===== config.mk =====
export PLATFORM = sky130hd
export DESIGN_NAME = lcd_segment_loader_i2c
export DESIGN_NICKNAME = d
export VERILOG_FILES = /design/src/lcd_seg_pkg.sv /design/src/lcd_segment_loader_i2c.sv /design/src/pin_sync.sv
export SDC_FILE = /design/constraint.sdc
export NUM_CORES = 1
export LEC_CHECK = 0
export BUFFER_PORTS_ARGS = -buffer_cell sky130_fd_sc_hd__clkbuf_2
export CORE_ASPECT_RATIO = 1.5
export CORE_MARGIN = 2
export CORE_UTILIZATION = 50
export DETAILED_ROUTE_END_ITERATION = 8
export GPL_TIMING_DRIVEN = 0
export PLACE_DENSITY = 0.8
export REMOVE_ABC_BUFFERS = 1
export SYNTH_ARGS = -nofsm -noshare
export SYNTH_HDL_FRONTEND = slang
export SYNTH_HIERARCHICAL = 1
export SYNTH_SLANG_ARGS = --single-unit

===== constraint.sdc =====
create_clock -name clk_sys -period 4.9 [get_ports clk_sys]
set_input_delay 0.245 -clock clk_sys [delete_from_list [all_inputs] [get_ports clk_sys]]
set_output_delay 0.245 -clock clk_sys [all_outputs]
set_load 0.01 [all_outputs]

===== src/lcd_seg_pkg.sv =====
// Shared constants and types for the LCD segment loader
package lcd_seg_pkg;

  localparam int          SEG_REGS      = 8;
  localparam int          SEG_OUTS      = 32;
  localparam int          VEC_W         = 6;
  localparam logic [7:0]  SLAVE_ADDR    = 8'h74;
  localparam logic [3:0]  BITS_PER_BYTE = 4'h8;
  localparam logic [5:0]  STEP_DIRECT   = 6'h02;
  localparam logic [5:0]  STEP_DUPLEX   = 6'h01;
  localparam logic        MODE_DIRECT   = 1'b0;
  localparam logic        MODE_DUPLEX   = 1'b1;
  localparam logic [7:0]  SEG_RESET     = 8'h00;
  localparam logic        BP_LEVEL_VSS  = 1'b0;
  localparam logic        SDA_LOW       = 1'b0;

  // Control byte: mode in bit 7, bank in bit 6, vector below
  typedef struct packed {
    logic       drive_mode;
    logic       bank_select;
    logic [5:0] segment_byte_vector;
  } ctrl_t;

  localparam ctrl_t CTRL_RESET = 8'h00;

  typedef struct packed {
    logic scl;
    logic sda;
  } bus_lines_t;

  typedef enum logic [6:0] {
    ST_IDLE     = 7'h01,
    ST_ADDR     = 7'h02,
    ST_ACK_ADDR = 7'h04,
    ST_CTRL     = 7'h08,
    ST_ACK_CTRL = 7'h10,
    ST_DATA     = 7'h20,
    ST_ACK_DATA = 7'h40
  } rx_state_t;

endpackage


===== src/lcd_segment_loader_i2c.sv =====
// Write-only two-wire slave loading segment registers of an LCD driver
// What this block does
// - Mode bit one selects duplex, frees address two
// - Duplex advances vector by one per byte
// - Duplex shows all eight registers, ignores bank
// - Direct shows even or odd bank by bit
// - Direct drive uses only the first backplane
// - Duplex pairs even with first, odd second
// - Register pair 2k,2k+1 drives segments 8k+1..8k+8
// - After reset master grounds first backplane, cascaded floats it
// - Reset grounds segments, clears registers and interface
// - Idle high; start and stop while clock high
// - One bit per clock; data stable clock high
// - Acknowledge address, control and matching data bytes by pulling data low
// - First byte is fixed write address only
// - All devices acknowledge the address together
// - Every device loads and acknowledges control byte
// - Only matching device stores and acknowledges data
// - Unlimited bytes, six-bit vector wraps around
// - Stop after control byte leaves registers unchanged
// - Vector top bits match subaddress; low bits pick register
// - Mode bit zero is direct, vector steps two
`timescale 1ns/1ps
module lcd_segment_loader_i2c (
  input  wire logic        clk_sys,
  input  wire logic        reset,
  input  wire logic        scl_in,
  input  wire logic        sda_in,
  output logic             sda_out,
  output logic             sda_oe_n,
  input  wire logic        subaddress_line_0,
  input  wire logic        subaddress_line_1,
  input  wire logic        subaddr2_or_backplane2_pin_in,
  output logic             subaddr2_or_backplane2_pin_out,
  output logic             subaddr2_or_backplane2_pin_oe_n,
  input  wire logic        osc_master_strap,
  output logic             backplane_first_out,
  output logic             backplane_first_oe_n,
  output logic             backplane_second_used,
  output logic [31:0]      seg_plane_first,
  output logic [31:0]      seg_plane_second,
  output logic [7:0]       ctrl_byte
);

  typedef logic [7:0] seg_array_t [lcd_seg_pkg::SEG_REGS];

  lcd_seg_pkg::bus_lines_t bus_s;
  lcd_seg_pkg::bus_lines_t bus_prev_q;
  lcd_seg_pkg::rx_state_t  state_q;
  lcd_seg_pkg::ctrl_t      ctrl_q;
  logic [3:0]              bit_cnt_q;
  logic [7:0]              shift_q;
  logic                    ack_q;
  logic [7:0]              seg_q [lcd_seg_pkg::SEG_REGS];
  logic [3:0]              pins_s;
  logic                    master_q;
  logic                    strap_done_q;
  logic [3:0]              fill_q;
  logic                    scl_rise;
  logic                    scl_fall;
  logic                    start_det;
  logic                    stop_det;
  logic                    byte_done;
  logic                    ctrl_load;
  logic                    seg_load;
  logic                    sel_match;
  logic                    duplex;

  // Picks one bank as a 32-bit plane; bit 0 of a register is the lowest segment
  function automatic logic [31:0] plane(input seg_array_t r, input logic odd);
    logic [31:0] p;
    p = '0;
    for (int k = 0; k < lcd_seg_pkg::SEG_REGS / 2; k++) begin
      p[8*k +: 8] = r[2*k + int'(odd)];
    end
    return p;
  endfunction

  // Duplex drops the shared pin from the compare
  function automatic logic dev_match(input lcd_seg_pkg::ctrl_t c, input logic [2:0] sub);
    logic m;
    m = c.segment_byte_vector[4:3] == sub[1:0];
    if (c.drive_mode == lcd_seg_pkg::MODE_DIRECT) begin
      m = m && (c.segment_byte_vector[5] == sub[2]);
    end
    return m;
  endfunction

  pin_sync #(
    .W         (2),
    .RESET_VAL (8'h03)
  ) u_bus_sync (
    .clk_sys   (clk_sys),
    .reset     (reset),
    .pin_in    ({scl_in, sda_in}),
    .level_out (bus_s)
  );

  pin_sync #(
    .W         (4),
    .RESET_VAL (8'h00)
  ) u_pin_sync (
    .clk_sys   (clk_sys),
    .reset     (reset),
    .pin_in    ({osc_master_strap, subaddr2_or_backplane2_pin_in,
                 subaddress_line_1, subaddress_line_0}),
    .level_out (pins_s)
  );

  assign duplex    = ctrl_q.drive_mode == lcd_seg_pkg::MODE_DUPLEX;
  assign sel_match = dev_match(ctrl_q, pins_s[2:0]);
  assign scl_rise  = bus_s.scl && !bus_prev_q.scl;
  assign scl_fall  = !bus_s.scl && bus_prev_q.scl;
  // Data moving while clock is high is a bus condition, not a bit
  assign start_det = bus_s.scl && bus_prev_q.scl && bus_prev_q.sda && !bus_s.sda;
  assign stop_det  = bus_s.scl && bus_prev_q.scl && !bus_prev_q.sda && bus_s.sda;
  assign byte_done = bit_cnt_q == lcd_seg_pkg::BITS_PER_BYTE;
  assign ctrl_load = state_q == lcd_seg_pkg::ST_CTRL && scl_fall && byte_done;
  assign seg_load  = state_q == lcd_seg_pkg::ST_DATA && scl_fall && byte_done;

  always_ff @(posedge clk_sys or posedge reset) begin
    if (reset) begin
      bus_prev_q <= 2'b11;
    end else begin
      bus_prev_q <= bus_s;
    end
  end

  // Strap caught once the synchroniser holds the pin, not its reset value
  always_ff @(posedge clk_sys or posedge reset) begin
    if (reset) begin
      fill_q       <= '0;
      master_q     <= 1'b0;
      strap_done_q <= 1'b0;
    end else begin
      fill_q <= {fill_q[2:0], 1'b1};
      if (fill_q[3] && !strap_done_q) begin
        master_q     <= !pins_s[3];
        strap_done_q <= 1'b1;
      end
    end
  end

  // Receive sequencer; start or stop override any state
  always_ff @(posedge clk_sys or posedge reset) begin
    if (reset) begin
      state_q   <= lcd_seg_pkg::ST_IDLE;
      bit_cnt_q <= '0;
      shift_q   <= '0;
      ack_q     <= 1'b0;
    end else if (start_det) begin
      state_q   <= lcd_seg_pkg::ST_ADDR;
      bit_cnt_q <= '0;
      ack_q     <= 1'b0;
    end else if (stop_det) begin
      state_q   <= lcd_seg_pkg::ST_IDLE;
      bit_cnt_q <= '0;
      ack_q     <= 1'b0;
    end else begin
      unique case (state_q)
        lcd_seg_pkg::ST_IDLE: begin
          ack_q <= 1'b0;
        end
        lcd_seg_pkg::ST_ADDR, lcd_seg_pkg::ST_CTRL, lcd_seg_pkg::ST_DATA: begin
          if (scl_rise && !byte_done) begin
            shift_q   <= {shift_q[6:0], bus_s.sda};
            bit_cnt_q <= bit_cnt_q + 4'h1;
          end
          if (scl_fall && byte_done) begin
            bit_cnt_q <= '0;
            if (state_q == lcd_seg_pkg::ST_ADDR) begin
              if (shift_q == lcd_seg_pkg::SLAVE_ADDR) begin
                state_q <= lcd_seg_pkg::ST_ACK_ADDR;
                ack_q   <= 1'b1;
              end else begin
                state_q <= lcd_seg_pkg::ST_IDLE;
              end
            end else if (state_q == lcd_seg_pkg::ST_CTRL) begin
              state_q <= lcd_seg_pkg::ST_ACK_CTRL;
              ack_q   <= 1'b1;
            end else begin
              state_q <= lcd_seg_pkg::ST_ACK_DATA;
              ack_q   <= sel_match;
            end
          end
        end
        lcd_seg_pkg::ST_ACK_ADDR: begin
          if (scl_fall) begin
            ack_q   <= 1'b0;
            state_q <= lcd_seg_pkg::ST_CTRL;
          end
        end
        lcd_seg_pkg::ST_ACK_CTRL, lcd_seg_pkg::ST_ACK_DATA: begin
          if (scl_fall) begin
            ack_q   <= 1'b0;
            state_q <= lcd_seg_pkg::ST_DATA;
          end
        end
      endcase
    end
  end

  // Every device keeps the same vector, selected or not
  always_ff @(posedge clk_sys or posedge reset) begin
    if (reset) begin
      ctrl_q <= lcd_seg_pkg::CTRL_RESET;
    end else if (ctrl_load) begin
      ctrl_q <= shift_q;
    end else if (seg_load) begin
      // Six-bit add wraps modulo 64, so all ones steps to zero in duplex
      if (duplex) begin
        ctrl_q.segment_byte_vector <= ctrl_q.segment_byte_vector
                                      + lcd_seg_pkg::STEP_DUPLEX;
      end else begin
        ctrl_q.segment_byte_vector <= ctrl_q.segment_byte_vector
                                      + lcd_seg_pkg::STEP_DIRECT;
      end
    end
  end

  always_ff @(posedge clk_sys or posedge reset) begin
    if (reset) begin
      for (int i = 0; i < lcd_seg_pkg::SEG_REGS; i++) begin
        seg_q[i] <= lcd_seg_pkg::SEG_RESET;
      end
    end else if (seg_load && sel_match) begin
      seg_q[ctrl_q.segment_byte_vector[2:0]] <= shift_q;
    end
  end

  always_ff @(posedge clk_sys or posedge reset) begin
    if (reset) begin
      seg_plane_first  <= '0;
      seg_plane_second <= '0;
    end else if (duplex) begin
      seg_plane_first  <= plane(seg_q, 1'b0);
      seg_plane_second <= plane(seg_q, 1'b1);
    end else begin
      seg_plane_first  <= plane(seg_q, ctrl_q.bank_select);
      seg_plane_second <= '0;
    end
  end

  // Cascaded parts take backplanes as sync inputs, so they float them
  always_ff @(posedge clk_sys or posedge reset) begin
    if (reset) begin
      backplane_first_oe_n            <= 1'b1;
      subaddr2_or_backplane2_pin_oe_n <= 1'b1;
      backplane_second_used           <= 1'b0;
    end else begin
      backplane_first_oe_n            <= !master_q;
      subaddr2_or_backplane2_pin_oe_n <= !(master_q && duplex);
      backplane_second_used           <= duplex;
    end
  end

  // Waveform generation lives outside this block; the level stays at ground
  assign backplane_first_out            = lcd_seg_pkg::BP_LEVEL_VSS;
  assign subaddr2_or_backplane2_pin_out = lcd_seg_pkg::BP_LEVEL_VSS;
  assign sda_out                        = lcd_seg_pkg::SDA_LOW;
  assign sda_oe_n                       = !ack_q;
  assign ctrl_byte                      = ctrl_q;

  a_addr_ack: assert property (@(posedge clk_sys) disable iff (reset)
    (state_q == lcd_seg_pkg::ST_ADDR && scl_fall && byte_done && !start_det && !stop_det
     && shift_q == lcd_seg_pkg::SLAVE_ADDR) |=> (!sda_oe_n && state_q == lcd_seg_pkg::ST_ACK_ADDR))
    else $error("address byte not acknowledged");

  a_addr_reject: assert property (@(posedge clk_sys) disable iff (reset)
    (state_q == lcd_seg_pkg::ST_ADDR && scl_fall && byte_done && !start_det && !stop_det
     && shift_q != lcd_seg_pkg::SLAVE_ADDR) |=> (sda_oe_n && state_q == lcd_seg_pkg::ST_IDLE))
    else $error("foreign address acknowledged");

  a_ctrl_load: assert property (@(posedge clk_sys) disable iff (reset)
    (ctrl_load && !start_det && !stop_det) |=> (ctrl_q == $past(shift_q) && !sda_oe_n))
    else $error("control byte not taken or not acknowledged");

  a_data_silent: assert property (@(posedge clk_sys) disable iff (reset)
    (seg_load && !sel_match && !start_det && !stop_det) |=> sda_oe_n [*1] ##0
      $stable({seg_q[0], seg_q[1], seg_q[2], seg_q[3], seg_q[4], seg_q[5], seg_q[6], seg_q[7]}))
    else $error("unselected device answered data byte");

  a_step_duplex: assert property (@(posedge clk_sys) disable iff (reset)
    (seg_load && duplex) |=> ctrl_q.segment_byte_vector
      == 6'($past(ctrl_q.segment_byte_vector) + lcd_seg_pkg::STEP_DUPLEX))
    else $error("duplex vector did not step by one");

  a_step_direct: assert property (@(posedge clk_sys) disable iff (reset)
    (seg_load && !duplex) |=> ctrl_q.segment_byte_vector
      == 6'($past(ctrl_q.segment_byte_vector) + lcd_seg_pkg::STEP_DIRECT))
    else $error("direct vector did not step by two");

  a_bank_view: assert property (@(posedge clk_sys) disable iff (reset)
    (!duplex && !ctrl_q.bank_select) |=> (seg_plane_first[7:0] == $past(seg_q[0])
      && seg_plane_first[31:24] == $past(seg_q[6]) && seg_plane_second == '0))
    else $error("direct bank zero does not show even registers");

  a_duplex_view: assert property (@(posedge clk_sys) disable iff (reset)
    duplex |=> (seg_plane_second[15:8] == $past(seg_q[3])
      && seg_plane_first[23:16] == $past(seg_q[4])))
    else $error("duplex planes misrouted");

  a_cascade_float: assert property (@(posedge clk_sys) disable iff (reset)
    (strap_done_q && !master_q) |=> ##1 (backplane_first_oe_n && subaddr2_or_backplane2_pin_oe_n))
    else $error("cascaded device drives a backplane");

  a_start_seen: assert property (@(posedge clk_sys) disable iff (reset)
    start_det |=> (state_q == lcd_seg_pkg::ST_ADDR && bit_cnt_q == 4'h0 && sda_oe_n))
    else $error("start condition not taken");

  a_reset_clear: assert property (@(posedge clk_sys) disable iff (reset)
    $fell(reset) |-> (seg_plane_first == '0 && ctrl_q == lcd_seg_pkg::CTRL_RESET))
    else $error("state not cleared by reset");

endmodule


===== src/pin_sync.sv =====
// Three-stage pin synchroniser with agreement filter
`timescale 1ns/1ps
module pin_sync #(
  parameter int         W         = 1,
  parameter logic [7:0] RESET_VAL = 8'h00
) (
  input  wire logic         clk_sys,
  input  wire logic         reset,
  input  wire logic [W-1:0] pin_in,
  output logic      [W-1:0] level_out
);

  logic [W-1:0] s1_q;
  logic [W-1:0] s2_q;
  logic [W-1:0] s3_q;

  always_ff @(posedge clk_sys or posedge reset) begin
    if (reset) begin
      s1_q <= RESET_VAL[W-1:0];
      s2_q <= RESET_VAL[W-1:0];
      s3_q <= RESET_VAL[W-1:0];
    end else begin
      s1_q <= pin_in;
      s2_q <= s1_q;
      s3_q <= s2_q;
    end
  end

  // A change counts only once stages two and three agree
  always_ff @(posedge clk_sys or posedge reset) begin
    if (reset) begin
      level_out <= RESET_VAL[W-1:0];
    end else begin
      for (int i = 0; i < W; i++) begin
        if (s2_q[i] == s3_q[i]) begin
          level_out[i] <= s3_q[i];
        end
      end
    end
  end

endmodule


==> run summary, run 1 <==
The largest voltage drop on the vdd net is 217 µV. On the worst path, the slowest cell contributes a delay of 1.18 ns. The run gives 0 as the final setup violation count. After detailed routing, the number of vias per cell comes to 5.21.

The tools report the number of antenna violations at the first check in global routing as 0. Area of the core: 14500 µm². The total vias in the final route is 4208. The element type at the critical path end was a register. The number of H-tree levels is 4, and the CTS buffer count is 17. The average wire per cell in the routed design was 16.6 µm; the insertion delay of the later-clocked pin in the worst-skew pair was 0.42 ns. Counting flops with a built-in enable in the synthesized netlist gives 0. The final estimated routing congestion in global placement was 0.804; the number of register bits inferred by synthesis was 191.

For this design the static power due to leakage is 4.35 nW. The share of cells above drive strength 1 works out to 0.418. The fraction of the core area covered by cells at the end of the flow was 0.596.

The tools report the first-pass GRT wire length as 22500 µm. The top-level port count was 87. For the maximum buffer depth of the clock tree, the log shows 2. Worst hold-check path type: register to register. From synthesis to final layout, the design area changed by 17.3%. Final-layout fill cell count: 1167. The die covers 15700 µm².

Along the worst path, the maximum fanout reaches 44. The number of unique standard cell types used by synthesis was 50. The number of antenna diodes in the final layout is 0. The logs give 0.508 for the starting utilization of the core area and 0 for the count of final max-slew check failures. For this run, the detailed router's first-pass iteration total came to 4. For the final database, setup skew stands at 0.00788 ns.

Post-CTS timing repair inserted 0 buffers for setup. The worst path meets setup with 1.91 ns of slack. After floorplanning, the core was divided into 54 placement rows. The max-cap check violation count was 0; the count of final hold-check violations was 0. The clock period minus final worst setup slack came out at 2.99 ns. Most common cell in the netlist: dfrtp_1. For the pin with the worst max-slew slack, the measured transition is 1.26 ns. The run gives 0.653 as the share of synthesized area occupied by flip-flops and latches. The number of port buffers was 83. The tools report the number of nets with antenna violations after detailed routing as 0. The share of the clock period used by the worst path works out to 0.611. Setup repair after global routing left no endpoint under its margin. The pin count of the biggest net entering global routing was 105.

The critical path start-end classification is register to register. Timing would allow up to 0.334 GHz. The design draws 0.00347 W. After clock tree synthesis, the clock-pin slew on the worst setup and hold paths is 0.06 ns. After global routing the overflow that remains totals 0. The commonest cells after synthesis are dfrtp_1, mux2_2, and2_1, nand2_1, inv_1.

The slowest stage of the critical path is the dfrtp_1 cell. The CTS root buffer was clkbuf_16. The logs give 0.186 for the global-route total usage across every layer and 0.348 ns for the worst hold margin. The logs give 0.162 for the normalized max-slew margin and 13400 µm for the final routed wirelength across all metal layers. The share of the synthesized area in the top cell type was 0.606. TritonCTS built the clock tree. The detailed router put a total of 5290 µm of wire on met1. The signal on the critical path passes through o211ai_1 > nor3_2 > and2_1 > mux2_2.

The tools report the mapped cell area as 7350 µm². The run gives 0 ns as the final total negative setup slack. The share of flip-flops with an asynchronous set or reset was 1.00. The count of synthesis-stage warnings from yosys is 6, and the mean cell area of the mapped netlist is 14.3 µm².

Via count of the first global-routing pass: 4515. Highest layer used for signal routing: met4. Power spread over the standard cell area amounts to 402 nW/µm². Synthesis produced 513 cells. The tools report the footprint of the multi-input gates as 2370 µm². By area the synthesized netlist is led by dfrtp_1, mux2_2, dfstp_2.

The tools report the sequential standard cell area as 4800 µm². At the placement stage, the worst setup path has a slack of 1.93 ns. Measured along the x axis, the die boundary spans 103 µm.

The tools report the sum of net half-perimeters after detailed placement as 8840 µm. STA classifies the critical path startpoint as a register. For this run, design rule violations remaining after detail routing come to 0. Summed over all nets, wire length on met3 after detailed routing comes to 577 µm. The tools report the post-CTS resize count as 0. The top cell type by total area after synthesis is dfrtp_1. Routed wire length on met2: 7280 µm. The vertical die dimension came out at 152 µm. For the initial detailed-routing violation count, the log shows 305. The flow ran to the end, and the final reports show no timing, DRC or antenna violations. The run gives 191 as the TritonCTS sink count. The final layout contains 615 nets. In the synthesized netlist the dominant register cell turns out to be dfrtp_1. For the worst setup path, the data arrival time is 3.29 ns. The run gives 5.20 ns as the endpoint required time on the critical path.
==> what timing repair did <==
item	4_1_cts	5_1_grt
hold buffers	7	0
endpoints found under the hold margin	82	0
setup endpoints to repair	0	0
==> where the power goes <==
group	internal, W	switching [W]	leakage (nW)	total (W)
clock network	0.000867	0.000565	0.303	0.00143
logic	0.000113	0.000154	1.48	0.000267
registers	0.00164	0.000127	2.56	0.00177
total	0.00262	0.000845	4.35	0.00347
==> sequential cells by signal, indices dropped and copies added (netlist names), 7 cells and up <==
| signal | cells |
|---|---|
| ctrl_byte | 7 |
| seg_plane_first | 32 |
| shift_q | 8 |
| state_q | 7 |
| seg_plane_second | 32 |
| seg_q | 64 |
==> logic make-up after synthesis <==
group                    share of synthesized area
flip-flops                                   0.653
multiplexers                                 0.170
AND/OR/NAND/NOR                             0.0853
buffers and inverters                       0.0257
AO/OA/AOI/OAI                               0.0336
adder cells (fa/ha/maj)                     0.0211
XOR/XNOR                                    0.0107
other                                      0.00102
==> per-stage QoR <==
step                cell area (µm²)  instances
finish                         8620        808
global route                   8620        808
CTS                            8620        808
detailed placement             7920        770
global placement               7890        769
floorplan                      7230        490
==> worst max-delay path, delay by kind of cell, from the launching register on <==
| family | cells | cell delay, ns |
|---|---|---|
| AOI/OAI and AO/OA | 1 | 0.50 |
| DFF | 1 | 1.18 |
| muxes | 1 | 0.40 |
| and+or+nand+nor | 2 | 0.80 |
==> metal layers <==
metal / vias to the layer above / global-route usage
met2: 92 / 0.327
met4: 0 / 0.0633
li1: 1921 / -
met5: - / 0
met3: 23 / 0.0482
met1: 2172 / 0.217
==> area by class of cell <==
class,count,share of cell area
clock buffer,18,0.0510
tap,196,0.0285
inverter,17,0.00798
sequential,191,0.556
multi-input combinational,282,0.275
timing repair buffer,91,0.0595
clock inverter,13,0.0215
==> cell usage in the layout (no fill, tap or decap), types with 3 or more instances in the layout <==
master,n
nand2_1,17
nor2_1,12
clkinv_2,3
nand3_1,8
o21ai_0,16
inv_1,16
xnor2_1,6
nor3_1,8
and2_1,37
bufinv_16,4
mux2i_1,3
inv_6,3
clkbuf_16,17
dfrtp_1,178
dfstp_2,13
nand4_1,4
mux2_2,107
conb_1,4
maj3_2,6
nor2b_1,4
xor2_1,3
ha_1,7
clkbuf_2,83
dlygate4sd3_1,7
nand2_2,5
==> final timing paths <==
check,from,end,slack [ns],cells after the start
setup / recovery,duplex,seg_q[10],1.91,4
hold / removal,u_pin_sync/s1_q[2],u_pin_sync/s2_q[2],0.35,0
setup reg to reg,duplex,seg_q[10],1.91,4
hold reg to reg,u_pin_sync/s1_q[2],u_pin_sync/s2_q[2],0.35,0
max in group asynchronous,reset,backplane_first_oe_n,3.55,4
min in group asynchronous,reset,fill_q[0],0.47,3
(Power assumes the default switching activity.)
==> run 2: changes to the inputs <==
--- a/config.mk
+++ b/config.mk
@@ -11,7 +11,7 @@
 export CORE_UTILIZATION = 50
 export DETAILED_ROUTE_END_ITERATION = 8
 export GPL_TIMING_DRIVEN = 0
-export PLACE_DENSITY = 0.8
+export PLACE_DENSITY = 0.77
 export REMOVE_ABC_BUFFERS = 1
 export SYNTH_ARGS = -nofsm -noshare
 export SYNTH_HDL_FRONTEND = slang
==> constraint.sdc (replaced) <==
create_clock -name clk_sys -period 2.95 [get_ports clk_sys]
set_input_delay 0.1475 -clock clk_sys [delete_from_list [all_inputs] [get_ports clk_sys]]
set_output_delay 0.1475 -clock clk_sys [all_outputs]
set_load 0.01 [all_outputs]
==> run summary, run 2 (synthesis results as in run 1) <==
The tools report the endpoint required time on the critical path as 3.25 ns (-1.95 ns). The number of H-tree levels was 4 (unchanged). The starting utilization of the core area was 0.508 (unchanged); the final setup violation count was 0 (unchanged). The number of remaining DRC errors is 0 (unchanged), and the total stage count of the critical path is 4 (unchanged). The total vias in the final route was 4150 (-1.4%). The largest registers in the layout are seg_q (64), seg_plane_first (32), seg_plane_second (32). The tools report the design area as 8650 µm² (+0.36%). The sum of net half-perimeters after detailed placement came out at 8550 µm (-3.2%). The run gives 2.76 ns (-0.53 ns) as the worst path arrival time. The logs give 0.417 (+0.004) for the portion of total power attributed to the clock network and 0.186 (-0.000344) for the global-route total usage across every layer. The initial detailed-routing violation count is 159 (-48%). The logs give 4800 µm² (about the same) for the sequential standard cell area and 191 (unchanged) for the TritonCTS sink count. The final routed wirelength across all metal layers is 13300 µm (-0.54%), and the number of rows in the core area is 54 (unchanged). Standby leakage power: 4.36 nW (+0.17%). In the layout the commonest cells are dfrtp_1, mux2_2, clkbuf_2. The critical path in this run is classified as register to register.

Fraction of power spent switching nets: 0.250 (+0.00658). The logs give 0 (unchanged) for the number of diodes and 0 (unchanged) for the max-cap check violation count. The run gives 87 (unchanged) as the top-level port count. The power density over the cells is 672 nW/µm² (+67%), and the share of cells above drive strength 1 is 0.420 (+0.00121). The worst reg2reg path depth is 4 (unchanged).

Highest fanout seen on the critical path: 44 (unchanged). Walking the worst path, the cells encountered are o211ai_1 > nor3_2 > and2_1 > mux2_2. The via count of the first global-routing pass is 4466 (-1.1%).

The area of the die is 15700 µm² (unchanged). The total power was 0.00582 W (+68%). The sequential cell fraction of total power is 0.506 (-0.004), and the clock period minus final worst setup slack is 2.46 ns (-0.530 ns).

Worst hold-check path type: register to register. The maximum buffer depth of the clock tree is 2 (unchanged). The final-layout fill cell count is 1155 (-1.0%), and the number of port buffers is 83 (unchanged). The horizontal extent of the die was 103 µm (unchanged). The cell with the largest stage delay on the worst path was dfrtp_2. The vertical die dimension was 152 µm (unchanged); the count of final hold-check violations was 0 (unchanged). The CTS buffer count is 17 (unchanged). The normalized max-slew margin was 0.426 (+0.264). For the combinational cell fraction of total power, the log shows 0.076 (about the same).

The least setup slack across all paths after layout is 0.488 ns (-1.42 ns). The run finished with clean final reports. The delay contributed by the slowest stage of the critical path was 0.83 ns (-0.35 ns); the cell-internal power was 0.00436 W (+66%). The tools report the post-route clock skew as 0.00769 ns (-0.000185 ns). The iteration count of the initial detailed-routing pass was 4 (unchanged).

The transition time at the pin with the least slew margin came out at 0.858 ns (-0.399 ns). In this design, the largest share of critical-path delay is due to flip-flops. The area of the core was 14500 µm² (unchanged). For the reported net switching power, the log shows 0.00146 W (+72%).

Footprint of the multi-input gates: 2370 µm² (unchanged). The tools report the placed standard-cell area as 7920 µm² (unchanged). The register with the most flip-flops in the final layout is seg_q. Setup repair after global routing left no endpoint under its margin. The pre-CTS setup slack is -0.0701 ns (-2.00 ns). The worst hold path stage count works out to 0 (unchanged). The number of flip-flops in the largest register works out to 64 (unchanged). The worst path buffer plus inverter count came out at 0 (unchanged). The clock transition at the registers of the reported paths was 0.07 ns (about the same); the number of nets with antenna violations after detailed routing was 0 (unchanged). TritonCTS built the clock tree.

The pin count of the biggest net entering global routing was 89 (-15%). The average wire per cell in the routed design is 16.4 µm (-0.91%). The number of antenna violations at the first check in global routing came out at 0 (unchanged). The tools report the final estimated routing congestion in global placement as 0.788 (-2.0%). The launching element type of the critical path is a register. The CTS root buffer was clkbuf_16. The insertion delay of the later-clocked pin in the worst-skew pair was 0.41 ns (about the same); the area overhead of the layout relative to synthesis was 17.7%.

The largest voltage drop on the vdd net is 393 µV (+81%). The worst setup path is captured at a register. The detailed-route vias per instance came out at 5.12 (-1.7%).

Leaving out fill and tap cells, the most frequent cell in the layout is dfrtp_1. The first-pass GRT wire length was 22600 µm (+0.46%); the count of final max-slew check failures was 0 (unchanged). Total number of nets in the final design: 617 (+0.33%).

The sum of overflow across all layers after global routing was 0 (unchanged); the share of the clock period used by the worst path was 0.835 (+0.224). The tools report the peak clock frequency supported by timing as 0.406 GHz (+22%).
[run 2: routing by layer]
metal  vias up  global-route usage  wire length, µm  part of all wire
li1       1923                   -                -                 -
met1      2120               0.225             5370              0.40
met2        91               0.318             7130              0.53
met3        16              0.0454              589             0.044
met4         0              0.0670              237             0.018
met5         -                   0                0                 0
[run 2: path summary, 6_finish.rpt]
path	start	endpoint	slack (ns)
worst max-delay path	duplex	seg_q[8]	0.49
worst min-delay path	u_pin_sync/s1_q[1]	u_pin_sync/s2_q[1]	0.35
worst max register to register	duplex	seg_q[8]	0.49
worst min register to register	u_pin_sync/s1_q[1]	u_pin_sync/s2_q[1]	0.35
max in group asynchronous	reset	state_q[0]	1.69
min in group asynchronous	reset	u_pin_sync/level_out[0]	0.38
[run 2: power by group through the flow]
stage / sequential (W) / combinational [W] / clock (W)
final: 0.00295 / 0.000443 / 0.00243
after global routing: 0.00296 / 0.000506 / 0.00258
after CTS: 0.00294 / 0.000447 / 0.00248
after detailed placement: 0.00299 / 0.000437 / 0
after global placement: 0.00297 / 0.000412 / 0
after floorplan: 0.00290 / 0.000349 / 0
[run 2: stage by stage]
step	hold WS, ns	std cells	util	TNS [ns]
finish	0.349	811	0.598	0
CTS	0.345	809	0.597	0
detailed placement	0.236	770	0.548	-1.21
global route	0.348	811	0.598	0
global placement	0.223	769	0.546	-526.76
floorplan	0.0612	490	-	-278.94
[run 2: repair_timing]
action,4_1_cts,5_1_grt
hold endpoints to repair,115,0
gates resized for setup,1,0
gates cloned,0,0
hold buffers,7,0
setup endpoints to repair,23,3
setup buffers,0,2
[run 2: cell type report]
type,instances,share of cell area
well taps,196,0.0284
flip-flops and latches,191,0.555
clock buffers,19,0.0501
multi-input cells,282,0.274
repair buffers,93,0.0610
inverters,17,0.00796
clock inverters,13,0.0239
==> run 3: changes to the inputs <==
--- a/config.mk
+++ b/config.mk
@@ -5,6 +5,7 @@
 export SDC_FILE = /design/constraint.sdc
 export NUM_CORES = 1
 export LEC_CHECK = 0
+export ABC_AREA = 1
 export BUFFER_PORTS_ARGS = -buffer_cell sky130_fd_sc_hd__clkbuf_2
 export CORE_ASPECT_RATIO = 1.5
 export CORE_MARGIN = 2
==> constraint.sdc (replaced) <==
create_clock -name clk_sys -period 2.3 [get_ports clk_sys]
set_input_delay 0.115 -clock clk_sys [delete_from_list [all_inputs] [get_ports clk_sys]]
set_output_delay 0.115 -clock clk_sys [all_outputs]
set_load 0.01 [all_outputs]
==> run summary, run 3 <==
The logs give 812 (+58%) for the number of standard cells after synthesis and 87 (unchanged) for the top-level port count. The final-layout fill cell count was 1293 (+12%); the starting utilization of the core area was 0.515 (+0.00658). For the area of the die, the log shows 16600 µm² (+5.9%).

Final setup violation count: 0 (unchanged). The wire length on met1 was 5920 µm (+10%); the number of H-tree levels was 4 (unchanged). For the share of synthesized area occupied by flip-flops and latches, the log shows 0.616 (-0.0373). Leaving out fill and tap cells, the most frequent cell in the layout is nand2_1. The post-route clock skew was 0.00869 ns (+0.000995 ns); the CTS buffer count was 17 (unchanged). The sequential standard cell area is 4800 µm² (unchanged). The sum of net half-perimeters after detailed placement is 9480 µm (+11%). The run gives 14500 µm (+8.9%) as the final routed wirelength across all metal layers. The number of diodes came out at 0 (unchanged). Count of final max-slew check failures: 0 (unchanged). The tools report the count of synthesis-stage warnings from yosys as 6 (unchanged).

The TritonCTS sink count was 191 (unchanged). The path class of the tightest hold or removal check is input port to async pin. The count of final hold-check violations was 0 (unchanged). The maximum buffer depth of the clock tree came out at 2 (unchanged).

The area overhead of the layout relative to synthesis was 15.6%. The endpoint required time on the critical path is 2.61 ns (-0.64 ns). The mapped cell area is 7790 µm² (+6.1%), and the final estimated routing congestion in global placement is 0.826 (+4.9%).

The number of rows in the core area came out at 55 (+1.9%). The number of nets with antenna violations after detailed routing came out at 0 (unchanged). The xor and xnor fraction of the mapped netlist area works out to 0.0101 (-0.000613). The mean cell area of the mapped netlist was 9.60 µm² (-33%).

The tools report the peak clock frequency supported by timing as 0.499 GHz (+23%). The worst hold margin came out at 0.261 ns (-0.0885 ns). Sorting the synthesized cells by how often they occur yields nand2_1, dfrtp_1, inv_1, o21ai_1, nand3_1. The horizontal extent of the die was 106 µm (+2.9%). nand2_1 is the most common cell in the netlist. The launch instance of the worst register-to-register path was duplex. The worst path arrival time came out at 2.32 ns (-0.44 ns).

Number of remaining DRC errors: 0 (unchanged). The detailed-route vias per instance is 4.80 (-6.1%). The tools report the wire length on met3 as 577 µm (-2.0%). The setup path with the least slack is of type register to register.

The standby leakage power came out at 4.90 nW (+13%). The delay contributed by the slowest stage of the critical path is 0.66 ns (-0.17 ns). Pin count of the biggest net entering global routing: 119 (+34%). The clock transition at the registers of the reported paths was 0.07 ns (about the same); the transition time at the pin with the least slew margin was 0.637 ns (-0.221 ns).

The share of cells above drive strength 1 is 0.198 (-0.221). Counting flops per register, the top entry is seg_q. The total vias in the final route is 5318 (+28%), and the initial detailed-routing violation count is 352 (+120%). The run gives 0 (unchanged) as the number of antenna violations at the first check in global routing. The biggest area contributor in the post-synthesis netlist is dfrtp_1. The insertion delay of the later-clocked pin in the worst-skew pair was 0.43 ns (+0.02 ns); the number of enable-type register cells in the synthesized netlist was 0 (unchanged). Leaving out fill and tap cells, the most frequent cells in the layout are nand2_1, dfrtp_1, inv_1. The power density over the cells is 819 nW/µm² (+22%), and the max-cap check violation count is 0 (unchanged). TritonCTS built the clock tree. Multiplexer area fraction after synthesis: 0 (-0.170).

Highest layer used for signal routing: met4. The global-route total usage across every layer is 0.188 (+0.00227). After synthesis, the largest family of logic cells by area is simple AND/OR/NAND/NOR gates. Setup repair after global routing left no endpoint under its margin. The number of port buffers was 83 (unchanged). The vertical die dimension came out at 157 µm (+2.9%). The run gives 15100 µm² (+4.7%) as the area of the core. The share of the synthesized area in the top cell type was 0.572 (-0.0347). For the routed wire length on met2, the log shows 7670 µm (+7.6%). The run gives 503 µV (+28%) as the largest voltage drop on the vdd net. The iteration count of the initial detailed-routing pass came out at 4 (unchanged).

The clock period minus final worst setup slack is 2.00 ns (-0.457 ns), and the share of synthesized cell area in full adder, half adder and majority cells is 0.0112 (-0.00988). The tools report the normalized max-slew margin as 0.574 (+0.148). STA classifies the critical path startpoint as a register. The fraction of the mapped netlist area in simple logic gates was 0.210 (+0.124); the final total negative setup slack was 0 ns (unchanged). The share of flip-flops with an asynchronous set or reset is 1.00 (unchanged). Yosys attributes the largest share of cell area to dfrtp_1, nand2_1, inv_1. The largest registers in the layout are seg_q (64), seg_plane_first (32), seg_plane_second (32). The flow ran to the end, and the final reports show no timing, DRC or antenna violations. The tools report the footprint of the multi-input gates as 2390 µm² (+0.63%). The number of unique standard cell types used by synthesis is 36 (-28%). The signal on the critical path passes through inv_2 > a21oi_4 > nand2_4 > inv_6 > nand2_2 > nand2_1 > nand2_1.

By instance count, the cell type seen most on the critical path is nand2_1. The buffers inserted during post-CTS setup optimization was 0 (unchanged). The number of flip-flops in the largest register is 64 (unchanged). The highest fanout seen on the critical path is 36 (-18%).

The share of the clock period used by the worst path came out at 0.872 (+0.0370). The average wire per cell in the routed design works out to 13.1 µm (-20%). The via count of the first global-routing pass was 5154 (+15%); the total number of nets in the final design was 910 (+47%).

The most critical setup path has its startpoint at duplex. For this run, the leading register cell type out of synthesis is dfrtp_1. The number of register bits inferred by synthesis came out at 191 (unchanged). The worst setup path is captured at a register. For the sum of overflow across all layers after global routing, the log shows 0 (unchanged). For this design, the slowest cell found on the critical path is dfrtp_2.

The first-pass GRT wire length was 24500 µm (+8.4%); the area fraction in compound gates after synthesis was 0.0731 (+0.0395). The tree is rooted in a clkbuf_16.
run 3: final timing paths:
kind | to | slack (ns) | depth (start not counted)
setup / recovery | seg_q[12] | 0.30 | 7
hold / removal | ctrl_byte[5] | 0.26 | 3
setup reg to reg | seg_q[12] | 0.30 | 7
hold reg to reg | fill_q[1] | 0.35 | 0
max in group asynchronous | state_q[0] | 1.19 | 4
min in group clk_sys | u_bus_sync/s1_q[1] | 0.31 | 2
run 3: kinds of logic after synthesis:
family / Yosys count
AO/OA/AOI/OAI: 107
XOR/XNOR: 9
other: 2
AND/OR/NAND/NOR: 352
flip-flops: 191
buffers and inverters: 144
adder cells (fa/ha/maj): 7
run 3: area by class of cell:
class | instances | area share
Clock inverter | 13 | 0.0136
Inverter | 113 | 0.0485
Clock buffer | 19 | 0.0503
Tap cell | 199 | 0.0277
Multi-Input combinational cell | 479 | 0.265
Sequential cell | 191 | 0.533
Timing Repair Buffer | 93 | 0.0622
run 3: repair_timing:
action	CTS	global route
setup endpoints to repair	0	32
resized for setup	0	1
endpoints found under the hold margin	77	0
hold buffers	7	0
run 3: through the flow:
| step | util | instance area [µm²] | setup slack [ns] | power, W | std cells |
|---|---|---|---|---|---|
| CTS | 0.595 | 9000 | 0.00224 | 0.00744 | 1107 |
| detailed placement | 0.552 | 8360 | 0.0504 | 0.00462 | 1068 |
| global placement | 0.546 | 8270 | -4.15 | 0.00460 | 1065 |
| global route | 0.595 | 9000 | 0.130 | 0.00771 | 1107 |
| finish | 0.595 | 9000 | 0.295 | 0.00738 | 1107 |
| floorplan | - | 7610 | -2.33 | 0.00438 | 783 |
run 3: per-layer routing:
| metal | GRT usage | vias to the layer above |
|---|---|---|
| li1 | - | 2665 |
| met1 | 0.216 | 2520 |
| met2 | 0.335 | 103 |
| met3 | 0.0471 | 30 |
| met4 | 0.0746 | 0 |
| met5 | 0 | - |
run 3: report_power, final:
| group | total, W | switching (W) | internal [W] |
|---|---|---|---|
| Sequential | 0.00375 | 0.000242 | 0.00351 |
| Combinational | 0.000809 | 0.000545 | 0.000264 |
| Clock | 0.00282 | 0.00133 | 0.00149 |
run 3: critical path, delay by kind of cell (launching register included):
family,cells,cell delay [ns]
flops,1,0.66
simple gates,4,0.54
compound gates,1,0.27
buf+inv,2,0.40
